==> config.mk <==
export PLATFORM = sky130hd
export DESIGN_NAME = staging_write_path
export DESIGN_NICKNAME = d
export VERILOG_FILES = /design/src/hdl/staging_write_path.v /design/src/hdl/two_entry_buffer.v
export VERILOG_INCLUDE_DIRS = /design/src /design/src/hdl
export SDC_FILE = /design/constraint.sdc
export NUM_CORES = 1
export LEC_CHECK = 0
export BUFFER_PORTS_ARGS = -buffer_cell sky130_fd_sc_hd__clkbuf_2
export CORE_MARGIN = 3
export CORE_UTILIZATION = 55
export DETAILED_ROUTE_END_ITERATION = 6
export GPL_ROUTABILITY_DRIVEN = 0
export PLACE_DENSITY = 0.77
export SYNTH_ARGS = -nofsm -noshare
export SYNTH_HDL_FRONTEND = slang
export SYNTH_SLANG_ARGS = --single-unit
==> constraint.sdc <==
create_clock -name clock -period 3.17 [get_ports clock]
set_input_delay 0.317 -clock clock [delete_from_list [all_inputs] [get_ports clock]]
set_output_delay 0.317 -clock clock [all_outputs]
set_load 0.03 [all_outputs]
==> src/hdl/staging_consts.vh <==
`ifndef STAGING_CONSTS_VH
`define STAGING_CONSTS_VH

// ==========================================================================
// Memory function command codes
// ==========================================================================
`define CMD_STAGE_WRITE    8'h0f
`define CMD_STAGE_READBACK 8'haa
`define CMD_STAGE_COMMIT   8'h55

// ==========================================================================
// Protection byte codes
// ==========================================================================
`define PROT_WRITE_LOCK    8'h55
`define PROT_AND_MODE      8'haa

// ==========================================================================
// Address map limits
// ==========================================================================
`define ADDR_REG_PAGE      8'h80
`define ADDR_COPY_PROT     8'h84
`define ADDR_FACTORY       8'h85
`define ADDR_RESERVED_ROW  8'h88

// ==========================================================================
// End offset and status field positions
// ==========================================================================
`define ST_COPY_DONE_BIT   7
`define ST_PARTIAL_BIT     5
`define ST_END_MSB         2
`define ST_END_LAST        3'h7

// ==========================================================================
// Reset values
// ==========================================================================
`define RST_PARTIAL        1'b1
`define RST_COPY_DONE      1'b0
`define RST_FAST_SPEED     1'b0
`define RST_CRC            16'h0000

// ==========================================================================
// Checksum polynomial, reflected form
// ==========================================================================
`define CRC16_POLY_REFL    16'ha001

`endif

==> src/hdl/staging_write_path.v <==
// Functional notes
// End offset loads start, counts each byte
// Partial flag set on power loss, short write
// Master writes from offset 0, eight bytes
// Status bits 3, 4, 6 read zero
// Copy-done flag cleared by staging write
// Nonzero low address bits block commit
// Readback order: low, high, status, data
// Master retries write when partial flag set
// Master reads copy-done with no partial as unrecognised
// Commit carries low, high, status bytes
// Speed select: zero standard, one fast
// Command then low, high address, data
// Data placed from low address bits, whole bytes
// Bad address or short row accepted, commit blocked
// Checksum cleared, fed command, address, data
// Inverted checksum returned after offset seven
// Write-locked target loads existing memory
// AND mode loads data AND memory
// Data pages and writable register bytes accepted
// Early end leaves last complete offset
// 55h locks, AAh AND mode, else open
// Matching commit sets copy-done, copies row
`timescale 1ns/1ps
`default_nettype none
`include "staging_consts.vh"

// ==========================================================================
// Staging buffer write path with readback and commit
// ==========================================================================
module staging_write_path #(
  parameter ROW_BYTES = 8
) (
  input  wire        clock,             // System clock, 100 MHz
  input  wire        rst,               // Synchronous reset, power loss
  input  wire        speed_fast_req,    // Pulse: switch to fast speed
  input  wire        speed_std_req,     // Pulse: back to standard speed
  output reg         fast_speed_select, // Current link speed
  input  wire        frame_start,       // Pulse: memory command follows
  input  wire        frame_end,         // Pulse: master ended transaction
  input  wire        rx_valid,          // Pulse: one complete byte
  input  wire [7:0]  rx_data,           // Byte from master
  output wire        tx_valid,          // Byte to master present
  input  wire        tx_ready,          // Link takes byte
  output wire [7:0]  tx_data,           // Byte to master
  output reg  [15:0] mem_addr,          // Array address being looked at
  input  wire [7:0]  mem_rdata,         // Array byte at mem_addr
  input  wire [7:0]  page_prot,         // Protection byte of that page
  input  wire [7:0]  copy_prot,         // Copy protection byte
  output reg         copy_start,        // Pulse: commit row at mem_addr
  input  wire [2:0]  scratch_sel,       // Staging byte picked by array
  output reg  [7:0]  scratch_out        // Picked byte, one cycle later
);

  // ========================================================================
  // States
  // ========================================================================
  localparam [3:0] S_IDLE     = 4'h0;
  localparam [3:0] S_CMD      = 4'h1;
  localparam [3:0] S_W_AL     = 4'h2;
  localparam [3:0] S_W_AH     = 4'h3;
  localparam [3:0] S_W_DATA   = 4'h4;
  localparam [3:0] S_W_CRC_LO = 4'h5;
  localparam [3:0] S_W_CRC_HI = 4'h6;
  localparam [3:0] S_R_AL     = 4'h7;
  localparam [3:0] S_R_AH     = 4'h8;
  localparam [3:0] S_R_ST     = 4'h9;
  localparam [3:0] S_R_DATA   = 4'ha;
  localparam [3:0] S_R_CRC_LO = 4'hb;
  localparam [3:0] S_R_CRC_HI = 4'hc;
  localparam [3:0] S_C_PAT    = 4'hd;
  localparam [3:0] S_HOLD     = 4'he;

  // Protection outcome codes
  localparam [1:0] P_OPEN = 2'h0;
  localparam [1:0] P_LOCK = 2'h1;
  localparam [1:0] P_AND  = 2'h2;

  // ========================================================================
  // Storage and control
  // ========================================================================
  reg [3:0]  state;                     // Command sequencer
  reg [7:0]  target_address_low;        // Target address, low byte
  reg [7:0]  target_address_high;       // Target address, high byte
  reg [2:0]  end_off;                   // Ending byte offset
  reg        partial_or_powerfail_flag; // Staging contents not valid
  reg        copy_done_flag;            // Staging already committed
  reg        first_byte;                // Next data byte is the first
  reg [15:0] crc;                       // Running checksum
  reg [2:0]  rd_idx;                    // Readback byte index
  reg [1:0]  pat_idx;                   // Commit pattern byte index
  reg        pat_ok;                    // Commit pattern matched so far
  reg [7:0]  scratch [0:ROW_BYTES-1];   // Staging buffer, flip-flops

  wire [7:0] end_offset_status;         // Status byte as read back
  reg        push_valid;                // Sequencer offers a byte
  reg  [7:0] push_data;                 // Byte offered
  wire       push_ready;                // Buffer took it
  wire       push_fire;                 // Byte handed over this cycle
  reg  [2:0] wr_idx;                    // Staging slot of incoming byte
  reg  [1:0] prot;                      // Protection of target byte
  reg  [7:0] stage_byte;                // Value that lands in staging
  wire       target_ok;                 // Row may be committed
  wire       copy_blocked;              // Copy protection applies
  wire [7:0] pat_expect;                // Commit byte expected now
  integer    i;                         // Reset loop index

  // ========================================================================
  // Functions
  // ========================================================================

  // One byte into the checksum, least significant bit first
  function [15:0] crc16_byte;
    input [15:0] c;
    input [7:0]  d;
    integer      b;
    reg   [15:0] r;
    begin
      r = c;
      for (b = 0; b < 8; b = b + 1) begin
        if (r[0] ^ d[b]) begin
          r = (r >> 1) ^ `CRC16_POLY_REFL;
        end else begin
          r = r >> 1;
        end
      end
      crc16_byte = r;
    end
  endfunction

  // True for either locking code
  function is_locked_code;
    input [7:0] v;
    begin
      is_locked_code = (v == `PROT_WRITE_LOCK) || (v == `PROT_AND_MODE);
    end
  endfunction

  // Protection of one target byte
  function [1:0] prot_mode;
    input [15:0] a;
    input [7:0]  pp;
    input [7:0]  cur;
    begin
      if (a[15:8] != 8'h00) begin
        prot_mode = P_OPEN;
      end else if (a[7:0] < `ADDR_REG_PAGE) begin
        // Data page: its own control byte decides, see
        if (pp == `PROT_WRITE_LOCK) begin
          prot_mode = P_LOCK;
        end else if (pp == `PROT_AND_MODE) begin
          prot_mode = P_AND;
        end else begin
          prot_mode = P_OPEN;
        end
      end else if (a[7:0] <= `ADDR_COPY_PROT) begin
        // Control bytes lock themselves once set, see
        prot_mode = is_locked_code(cur) ? P_LOCK : P_OPEN;
      end else if (a[7:0] == `ADDR_FACTORY) begin
        prot_mode = P_LOCK;
      end else begin
        prot_mode = P_OPEN;
      end
    end
  endfunction

  // ========================================================================
  // Status byte; unused bits held at zero
  // ========================================================================
  assign end_offset_status = {copy_done_flag, 1'b0,
                              partial_or_powerfail_flag,
                              2'b00, end_off};

  // Row boundary inside data or register rows, see
  assign target_ok = (target_address_high == 8'h00) &&
                     (target_address_low < `ADDR_RESERVED_ROW) &&
                     (target_address_low[2:0] == 3'h0);

  // Register rows and write-locked pages are frozen by copy protection
  assign copy_blocked = is_locked_code(copy_prot) &&
                        ((target_address_low >= `ADDR_REG_PAGE) ||
                         (page_prot == `PROT_WRITE_LOCK));

  // Commit pattern: low, high, status, see
  assign pat_expect = (pat_idx == 2'h0) ? target_address_low :
                      (pat_idx == 2'h1) ? target_address_high :
                      end_offset_status;

  // ========================================================================
  // Outgoing byte select
  // ========================================================================
  always @* begin
    push_valid = 1'b1;
    case (state)
      S_R_AL:     push_data = target_address_low;
      S_R_AH:     push_data = target_address_high;
      S_R_ST:     push_data = end_offset_status;
      S_R_DATA:   push_data = scratch[rd_idx];
      S_R_CRC_LO: push_data = ~crc[7:0];
      S_R_CRC_HI: push_data = ~crc[15:8];
      S_W_CRC_LO: push_data = ~crc[7:0];
      S_W_CRC_HI: push_data = ~crc[15:8];
      default: begin
        push_valid = 1'b0;
        push_data  = 8'h00;
      end
    endcase
  end

  assign push_fire = push_valid && push_ready;

  // ========================================================================
  // Incoming data byte placement and protection
  // ========================================================================
  always @* begin
    wr_idx = first_byte ? target_address_low[2:0]
                        : end_off + 3'h1;
    prot   = prot_mode(mem_addr, page_prot, mem_rdata);
    case (prot)
      P_LOCK:  stage_byte = mem_rdata;
      P_AND:   stage_byte = rx_data & mem_rdata;
      default: stage_byte = rx_data;
    endcase
  end

  // ========================================================================
  // Speed select, standard after reset
  // ========================================================================
  always @(posedge clock) begin
    if (rst) begin
      fast_speed_select <= `RST_FAST_SPEED;
    end else if (speed_fast_req) begin
      fast_speed_select <= 1'b1;
    end else if (speed_std_req) begin
      fast_speed_select <= 1'b0;
    end
  end

  // ========================================================================
  // Staging byte picked by the array during a commit
  // ========================================================================
  always @(posedge clock) begin
    if (rst) begin
      scratch_out <= 8'h00;
    end else begin
      scratch_out <= scratch[scratch_sel];
    end
  end

  // ========================================================================
  // Command sequencer
  // ========================================================================
  always @(posedge clock) begin
    if (rst) begin
      // Reset stands for power loss: contents become invalid
      state                     <= S_IDLE;
      target_address_low        <= 8'h00;
      target_address_high       <= 8'h00;
      end_off                   <= 3'h0;
      partial_or_powerfail_flag <= `RST_PARTIAL;
      copy_done_flag            <= `RST_COPY_DONE;
      first_byte                <= 1'b0;
      crc                       <= `RST_CRC;
      rd_idx                    <= 3'h0;
      pat_idx                   <= 2'h0;
      pat_ok                    <= 1'b0;
      mem_addr                  <= 16'h0000;
      copy_start                <= 1'b0;
      for (i = 0; i < ROW_BYTES; i = i + 1) begin
        scratch[i] <= 8'h00;
      end
    end else begin
      copy_start <= 1'b0;
      if (frame_end) begin
        // Master may stop anywhere; offset stays at last full byte
        state <= S_IDLE;
      end else begin
        case (state)
          S_IDLE: begin
            if (frame_start) begin
              state <= S_CMD;
            end
          end
          S_CMD: begin
            if (rx_valid) begin
              crc     <= crc16_byte(`RST_CRC, rx_data);
              pat_idx <= 2'h0;
              pat_ok  <= 1'b1;
              rd_idx  <= target_address_low[2:0];
              case (rx_data)
                `CMD_STAGE_WRITE:    state <= S_W_AL;
                `CMD_STAGE_READBACK: state <= S_R_AL;
                `CMD_STAGE_COMMIT:   state <= S_C_PAT;
                default:             state <= S_HOLD;
              endcase
            end
          end
          S_W_AL: begin
            if (rx_valid) begin
              target_address_low <= rx_data;
              crc   <= crc16_byte(crc, rx_data);
              state <= S_W_AH;
            end
          end
          S_W_AH: begin
            if (rx_valid) begin
              // Any address is taken; commit sorts out validity
              target_address_high <= rx_data;
              mem_addr   <= {rx_data, target_address_low};
              end_off    <= target_address_low[2:0];
              partial_or_powerfail_flag <= 1'b1;
              first_byte <= 1'b1;
              crc   <= crc16_byte(crc, rx_data);
              state <= S_W_DATA;
            end
          end
          S_W_DATA: begin
            if (rx_valid) begin
              scratch[wr_idx] <= stage_byte;
              end_off         <= wr_idx;
              first_byte      <= 1'b0;
              copy_done_flag  <= 1'b0;
              // Checksum sees the byte as sent, not as stored
              crc <= crc16_byte(crc, rx_data);
              // Look ahead so the array settles before next byte
              mem_addr <= {target_address_high,
                           target_address_low[7:3], wr_idx + 3'h1};
              if (wr_idx == `ST_END_LAST) begin
                partial_or_powerfail_flag <= 1'b0;
                state <= S_W_CRC_LO;
              end
            end
          end
          S_W_CRC_LO: begin
            if (push_fire) begin
              state <= S_W_CRC_HI;
            end
          end
          S_W_CRC_HI: begin
            if (push_fire) begin
              state <= S_HOLD;
            end
          end
          S_R_AL, S_R_AH, S_R_ST: begin
            if (push_fire) begin
              crc   <= crc16_byte(crc, push_data);
              state <= state + 4'h1;
            end
          end
          S_R_DATA: begin
            if (push_fire) begin
              crc    <= crc16_byte(crc, push_data);
              rd_idx <= rd_idx + 3'h1;
              if (rd_idx == end_off) begin
                state <= S_R_CRC_LO;
              end
            end
          end
          S_R_CRC_LO: begin
            if (push_fire) begin
              state <= S_R_CRC_HI;
            end
          end
          S_R_CRC_HI: begin
            if (push_fire) begin
              state <= S_HOLD;
            end
          end
          S_C_PAT: begin
            if (rx_valid) begin
              pat_idx <= pat_idx + 2'h1;
              if (pat_idx == 2'h2) begin
                state <= S_HOLD;
                // Flag and copy only if every gate passes
                if (pat_ok && (rx_data == pat_expect) && target_ok &&
                    !partial_or_powerfail_flag && !copy_blocked) begin
                  copy_done_flag <= 1'b1;
                  copy_start     <= 1'b1;
                  mem_addr <= {target_address_high, target_address_low};
                end
              end else if (rx_data != pat_expect) begin
                pat_ok <= 1'b0;
              end
            end
          end
          S_HOLD: begin
            // Ignore everything until the master ends the frame
            state <= S_HOLD;
          end
          default: begin
            state <= S_IDLE;
          end
        endcase
      end
    end
  end

  // ========================================================================
  // Outgoing byte buffer; a stalled link stalls the sequencer
  // ========================================================================
  two_entry_buffer #(
    .WIDTH (8)
  ) u_tx_buffer (
    .clock     (clock),
    .rst       (rst),
    .in_valid  (push_valid),
    .in_ready  (push_ready),
    .in_data   (push_data),
    .out_valid (tx_valid),
    .out_ready (tx_ready),
    .out_data  (tx_data)
  );

endmodule // staging_write_path

`default_nettype wire

==> src/hdl/two_entry_buffer.v <==
`timescale 1ns/1ps
`default_nettype none

// ==========================================================================
// Two-entry buffer: output stage plus one skid entry
// ==========================================================================
module two_entry_buffer #(
  parameter WIDTH = 8
) (
  input  wire             clock,     // System clock
  input  wire             rst,       // Synchronous reset, active high
  input  wire             in_valid,  // Producer offers a word
  output wire             in_ready,  // Buffer can take a word
  input  wire [WIDTH-1:0] in_data,   // Word from producer
  output reg              out_valid, // Head word present
  input  wire             out_ready, // Consumer takes head word
  output reg  [WIDTH-1:0] out_data   // Head word
);

  reg             skid_valid;        // Second entry occupied
  reg [WIDTH-1:0] skid_data;         // Second entry contents

  // Ready only looks at a flop, so no path runs consumer to producer
  assign in_ready = ~skid_valid;

  // Advance head when empty or drained, otherwise park in the skid entry
  always @(posedge clock) begin
    if (rst) begin
      out_valid  <= 1'b0;
      out_data   <= {WIDTH{1'b0}};
      skid_valid <= 1'b0;
      skid_data  <= {WIDTH{1'b0}};
    end else if (out_ready || !out_valid) begin
      if (skid_valid) begin
        // Older word first
        out_data   <= skid_data;
        out_valid  <= 1'b1;
        skid_valid <= 1'b0;
      end else begin
        // Pass through
        out_valid <= in_valid;
        if (in_valid) begin
          out_data <= in_data;
        end
      end
    end else if (in_valid && !skid_valid) begin
      // Consumer stalled: keep the word instead of losing it
      skid_valid <= 1'b1;
      skid_data  <= in_data;
    end
  end

endmodule // two_entry_buffer

`default_nettype wire

# [Word-level counts from Yosys, hierarchy flattened]
# Memory sizes are Yosys's and may differ from the RTL's. A register that Yosys moved wholly into a read port is not among the register bits.
# Cells that the tools add are included.
# Widths: inputs -> output; s select.
[totals] regBits=84 mem_bits_rw=64 in_bits=43 output_inout_bits=35 word_cells=516 n_memories=1
[memory_table] memory="scratch" depth=8 word_bits=8 read_ports=2 rd_clocked_by_memory_dff=2 write_ports=8 line_no="staging_write_path.v:93" source="reg [7:0] scratch [0:ROW_BYTES-1];"
[op_classes] n_addsub=5 n_lt_le_gt_ge=4 eq_ne=49 n_mux=292 n_bitwise=96 n_reduce_logical=51
[op_table] op="$mux 16" count=221
[op_table] op="$not 2->3" count=43
[op_table] op="$pmux 16 s6" count=1
[op_table] op="$mux 4" count=14
[op_table] op="$pmux 16 s3" count=1
[op_table] op="$pmux 4 s12" count=1
[op_table] op="$pmux 8 s6" count=1
[op_table] op="$xor 1x1->1" count=44
[op_table] op="$eq 8x8->1 const B" count=5
[op_table] op="$mux 8" count=5
[op_table] op="$eq 8x7->1 const B" count=4
[op_table] op="$ne 2x2->1 const B" count=16
[op_table] op="$eq 4x4->1 const B" count=7
[op_table] op="$mux 1" count=26
[op_table] op="$mux 3" count=7
[op_table] op="$eq 4x3->1 const B" count=4
[op_table] op="$lt 8x8->1 const B" count=2
[op_table] op="$not 8->8" count=2
[op_table] op="$pmux 8 s2" count=1
[op_table] op="$reduce_or 8->1" count=2
[op_table] op="$reduce_and 14->1" count=1
[op_table] op="$mux 2" count=6
[op_table] op="$pmux 3 s2" count=2
[op_table] op="$pmux 4 s3" count=1
[op_table] op="other kinds (40)" count=80

# [Depth between registers and ports, before layout]
[depth] ltp_word=49 ltp_mapped=14 ltp_nobuf=12

# [Cells and area by module]
# Synthesis repeated with hierarchy kept, for this count alone.
[hier_totals] hier_cells=996 hier_area_um2=9540.4
[modules_own_cells] mod="staging_write_path" instances=1 cells_each=923 area_each_um2=8753.4 seq_area_each_um2=3463.3
[modules_own_cells] mod="two_entry_buffer" instances=1 cells_each=73 area_each_um2=787.0 seq_area_each_um2=360.3

# [Least setup slack after synthesis]
# OpenSTA, ideal clock, no wires.
[synth_path] path_type="register to register" from="reg state[0]" to="reg crc[0]" setup_time_ns=0.132 arrival_time_ns=3.145 required_time_ns=3.038 path_slack_ns=-0.107 path_stages_with_launch=14 n_path_buf=1 synth_period_minus_slack_ns=3.277 path_cell_list="dfxtp_1 -> inv_1 -> ha_1 -> clkbuf_1 -> mux2_1 -> nand2_1 -> o221a_2 -> nand2b_1 -> and4_4 -> nor4_4 -> xnor3_2 -> xor3_1 -> a221oi_2 -> nor3_1"
[synth_via] elab_chain_cells=49 word_cells_on_any_way=115 classes_between="18 x eq/ne; 75 x mux; 15 x bitwise; 7 x reduce/logical"
[synth_lines] item="from (decl)" line_no="staging_write_path.v:82" source="reg [3:0] state;"
[synth_lines] item="from (signal assigned)" line_no="staging_write_path.v:347" source="state <= state + 4'h1;"
[synth_lines] item="$eq 4x3->1 or $eq 4x4->1 (tied branches)" line_no="staging_write_path.v:194" source="case (state)"
[synth_lines] item="$reduce_or 2->1 (no line)"
[synth_lines] item="$pmux 8 s6" line_no="staging_write_path.v:194"
[synth_lines] item="$xor 1x1->1" line_no="staging_write_path.v:121" source="if (r[0] ^ d[b]) begin"
[synth_lines] item="$mux 16" line_no="staging_write_path.v:121"
[synth_lines] item="$mux 16" line_no="staging_write_path.v:345, staging_write_path.v:351"
[synth_lines] item="$mux 16" line_no="staging_write_path.v:278" source="case (state)"
[synth_lines] item="$mux 16" line_no="staging_write_path.v:274" source="if (frame_end) begin"
[synth_lines] item="[33 not listed]"
[synth_lines] item="$mux 16, on equally long branches" line_no="staging_write_path.v:351, staging_write_path.v:345"
[synth_lines] item="$mux 16" line_no="staging_write_path.v:278"
[synth_lines] item="$mux 16" line_no="staging_write_path.v:274"
[synth_lines] item="$mux 16" line_no="staging_write_path.v:254" source="if (rst) begin"
[synth_lines] item="$xor 1x1->1" line_no="staging_write_path.v:121"
[synth_lines] item="$mux 16" line_no="staging_write_path.v:121"
[synth_lines] item="$mux 16, on equally long branches" line_no="staging_write_path.v:351, staging_write_path.v:345"
[synth_lines] item="$pmux 16 s6" line_no="staging_write_path.v:278"
[synth_lines] item="to (signal assigned)" line_no="staging_write_path.v:286" source="crc <= crc16_byte(`RST_CRC, rx_data);"
[synth_lines] item="to (signal assigned)" line_no="staging_write_path.v:346" source="crc <= crc16_byte(crc, push_data);"
[synth_lines] item="to (signal assigned)" line_no="staging_write_path.v:352" source="crc <= crc16_byte(crc, push_data);"
[synth_lines] item="to (decl)" line_no="staging_write_path.v:89" source="reg [15:0] crc;"
# Several ways; a longest one is shown, not always the timed one. The select of a mux whose other input is x is not followed.
# A chain may end at the register's enable or synchronous reset.

# [Final worst setup path]
[layout_path] from="reg state[1]" to="reg crc[0]"
# The elaborated chain is that of the path after synthesis.

==> impl_metrics.toml <==
[timing]
tightestPinTransition_ns = 0.817
fmax_mhz = 316
fin_tns_setup_ns = 0
relSlewSlack = 0.456
finalMaxSlewViolations = 0
rsz0062_at_grt = "true"
post-route-period-util = 0.998
clock-skew-final_ns = 0.0109
period_needed_ns = 3.16
final_hold_viol_count = 0
setup_viol = 0

[routing]
avgViaCountPerCell = 6.28
routed_wl_um = 28100
drt_iter0_drc = 1372
wl_per_cell_um = 20.8
drtAntennaViolNets = 0
drc = 0
num_vias = 8512
dr.pass1.iters = 5

[critical_path]
r2r_setup_slack_ns = 0.008
cp_cell_sequence = "inv_4 > ha_4 > buf_6 > buf_4 > buf_4 > a22o_1 > a22oi_1 > o21ai_0 > a21oi_2 > mux2i_1 > xor2_2 > xor3_1 > a221oi_2 > nor3_1"
cp-end-kind = "flop"
worstSetupPathType = "reg2reg"
path_common_cell = "buf_4"
cp.arrival_ns = 3.46
cp_top_family = "compound AO/OA/AOI/OAI gates"
cp_slowest_cell = "dfxtp_4"
crit_buf_inv = 4
path_max_fanout = 7
start_kind = "flop"
worstReg2RegStart = "state[1]$_SDFFE_PP0P_"
worstPathRequired_ns = 3.47
crit_start = "state[1]$_SDFFE_PP0P_"
cp_slowest_stage_delay_ns = 0.39

[power_and_ir_drop]
irDropWorstVdd_v = 0.000416
seqPwrFrac = 0.415
pwr-share-comb = 0.202
swShare = 0.319
clkPwrFrac = 0.382
p_int_mw = 3.77
p_leak_nw = 4.40
switchingPower_mw = 1.77
power_density_nw_per_um2 = 497

[placed_design]
io_buffers = 77
dpl.hpwl_um = 20500

[die]
row_count = 46
die_x_um = 136
dieArea_um2 = 18400
pin_count = 78
start_util = 0.572
design.core.area_um2 = 16200
die_h_um = 136

[clock_tree]
h-tree-depth = 4
clock-root-buffer = "clkbuf_16"
cts.sinks = 159
clockBufferDepth = 2
cts_tree = "built"
cts_buffers = 17
clock_latency_ns = 0.44
path_clk_slew_ns = 0.07
holdBufCountCts = 0

[final_layout]
insertedDiodeCount = 0
n_fill_cell = 1200
multi_input_area_um2 = 5240
regArea_um2 = 3830
drive_gt1_frac = 0.241
final_cell_mix = "189 x nor2_1, 95 x nand2_1, 88 x dfxtp_1, 88 x buf_4, 76 x clkbuf_2"
final_util = 0.690
nNetsFinal = 1194
area_delta_synth_final_pct = 20.5
final_common_cell = "nor2_1"

[synth]
synth_top_area_cell = "edfxtp_1"
synth_edf_count = 64
synth_cells = 1002
synth_seq_area_share = 0.413
synth_nets = 1070
ys_dominant_reg_cell = "dfxtp_1"
syn_avg_cell_area_um2 = 9.24
async_flop_share = 0
syn_area_um2 = 9260
synth.area.top_cells = "edfxtp_1 21%, dfxtp_1 21%, nor2_1 7.7%"
synth.distinct_cells = 70
yosys_register_bits = 159
yosysTopAreaCellShare = 0.208
yosysWarnings = 0

[min_path]
worstHoldStart = "speed_fast_req"
hold_class = "in2reg"

[grt]
grt_pass1_wl_um = 43500
grt_overflow = 0
grt_pass1_vias = 7895
grt_max_degree = 66
antenna_found_initial = 0
grt_use_total = 0.307

[run_status]
status = "finished, final reports clean"

[run]
maxCapViolCount = 0
[kinds of logic after synthesis]
logic type | after synthesis | share of synthesized area
flops | 159 | 0.413
compound gates | 205 | 0.142
xor+xnor | 54 | 0.0543
fa+ha+maj | 25 | 0.0338
simple gates | 395 | 0.194
mux | 79 | 0.125
buf+inv | 85 | 0.0374
[metal layers]
| layer | vias to the layer above | GRT usage | wire length, µm |
|---|---|---|---|
| li1 | 3863 | - | - |
| met1 | 4004 | 0.407 | 11000 |
| met2 | 552 | 0.477 | 13000 |
| met3 | 91 | 0.0847 | 3130 |
| met4 | 2 | 0.120 | 918 |
| met5 | - | 0.0250 | 63 |
[repair_timing]
item                       in CTS  in global routing
setup endpoints to repair      16                 61
pin swaps                       7                 10
resized for setup              10                 36
buffers inserted                4                  5
[through the flow]
stage                     instances  area (µm²)  setup WS, ns  power [mW]  hold slack (ns)
after floorplan                1002        9270       0.00716        3.02            0.434
after global placement         1314       10300       0.00163        3.35            0.463
after global routing           1355       11200       -0.0987        5.73           0.0858
after detailed placement       1314       10300        -0.114        3.37            0.475
final                          1355       11200       0.00783        5.54           0.0856
after CTS                      1350       11000       0.00302        5.48           0.0795
[cell usage after synthesis (9+ instances only)]
| cell | n |
|---|---|
| a221oi_1 | 9 |
| a22oi_1 | 21 |
| mux2i_1 | 45 |
| nor2_1 | 189 |
| o21ai_0 | 43 |
| mux4_2 | 29 |
| xor2_1 | 14 |
| clkbuf_1 | 49 |
| dfxtp_1 | 95 |
| nor3_1 | 25 |
| nand2_1 | 96 |
| nor4bb_1 | 10 |
| nand3_1 | 10 |
| a211oi_1 | 15 |
| a21oi_1 | 67 |
| edfxtp_1 | 64 |
| nand2b_1 | 19 |
| ha_1 | 25 |
| inv_1 | 19 |
| xnor2_1 | 38 |
[sequential cells by signal (all words and copies together) (netlist names), 2 cells and up, named ones only]
register / flops
crc: 16
end_off: 3
mem_addr: 16
pat_idx: 2
rd_idx: 3
scratch: 64
scratch_out: 8
state: 4
target_address_high: 8
target_address_low: 8
u_tx_buffer.out_data: 8
u_tx_buffer.skid_data: 8
[final timing paths]
| path | end | depth (start not counted) |
|---|---|---|
| worst min register to register | fast_speed_select$_SDFFE_PP0P_ | 2 |
| worst max-delay path | crc[0]$_SDFFE_PP0P_ | 14 |
| worst max register to register | crc[0]$_SDFFE_PP0P_ | 14 |
| worst min-delay path | fast_speed_select$_SDFFE_PP0P_ | 3 |
[tightest hold or removal path, stage by stage]
cell and delay [ns]:
clkbuf_2 0.07, a21oi_1 0.03, nor2_1 0.07
[power groups by stage]
| stage | logic (mW) | registers, mW | clock network (mW) |
|---|---|---|---|
| 3_5_place_dp | 1.04 | 2.34 | 0 |
| 6_report | 1.12 | 2.30 | 2.12 |
| 4_1_cts | 1.06 | 2.29 | 2.13 |
| 2_1_floorplan | 0.690 | 2.33 | 0 |
| 3_3_place_gp | 1.02 | 2.33 | 0 |
| 5_1_grt | 1.21 | 2.31 | 2.21 |
[layout make-up]
cell class / instances / share of cell area
inverters: 20 / 0.00696
clock buffers: 17 / 0.0381
clock inverters: 15 / 0.0162
flip-flops and latches: 159 / 0.344
multi-input cells: 758 / 0.470
well taps: 216 / 0.0242
repair buffers: 170 / 0.101
Note: power is estimated with default switching activity, not from simulation.
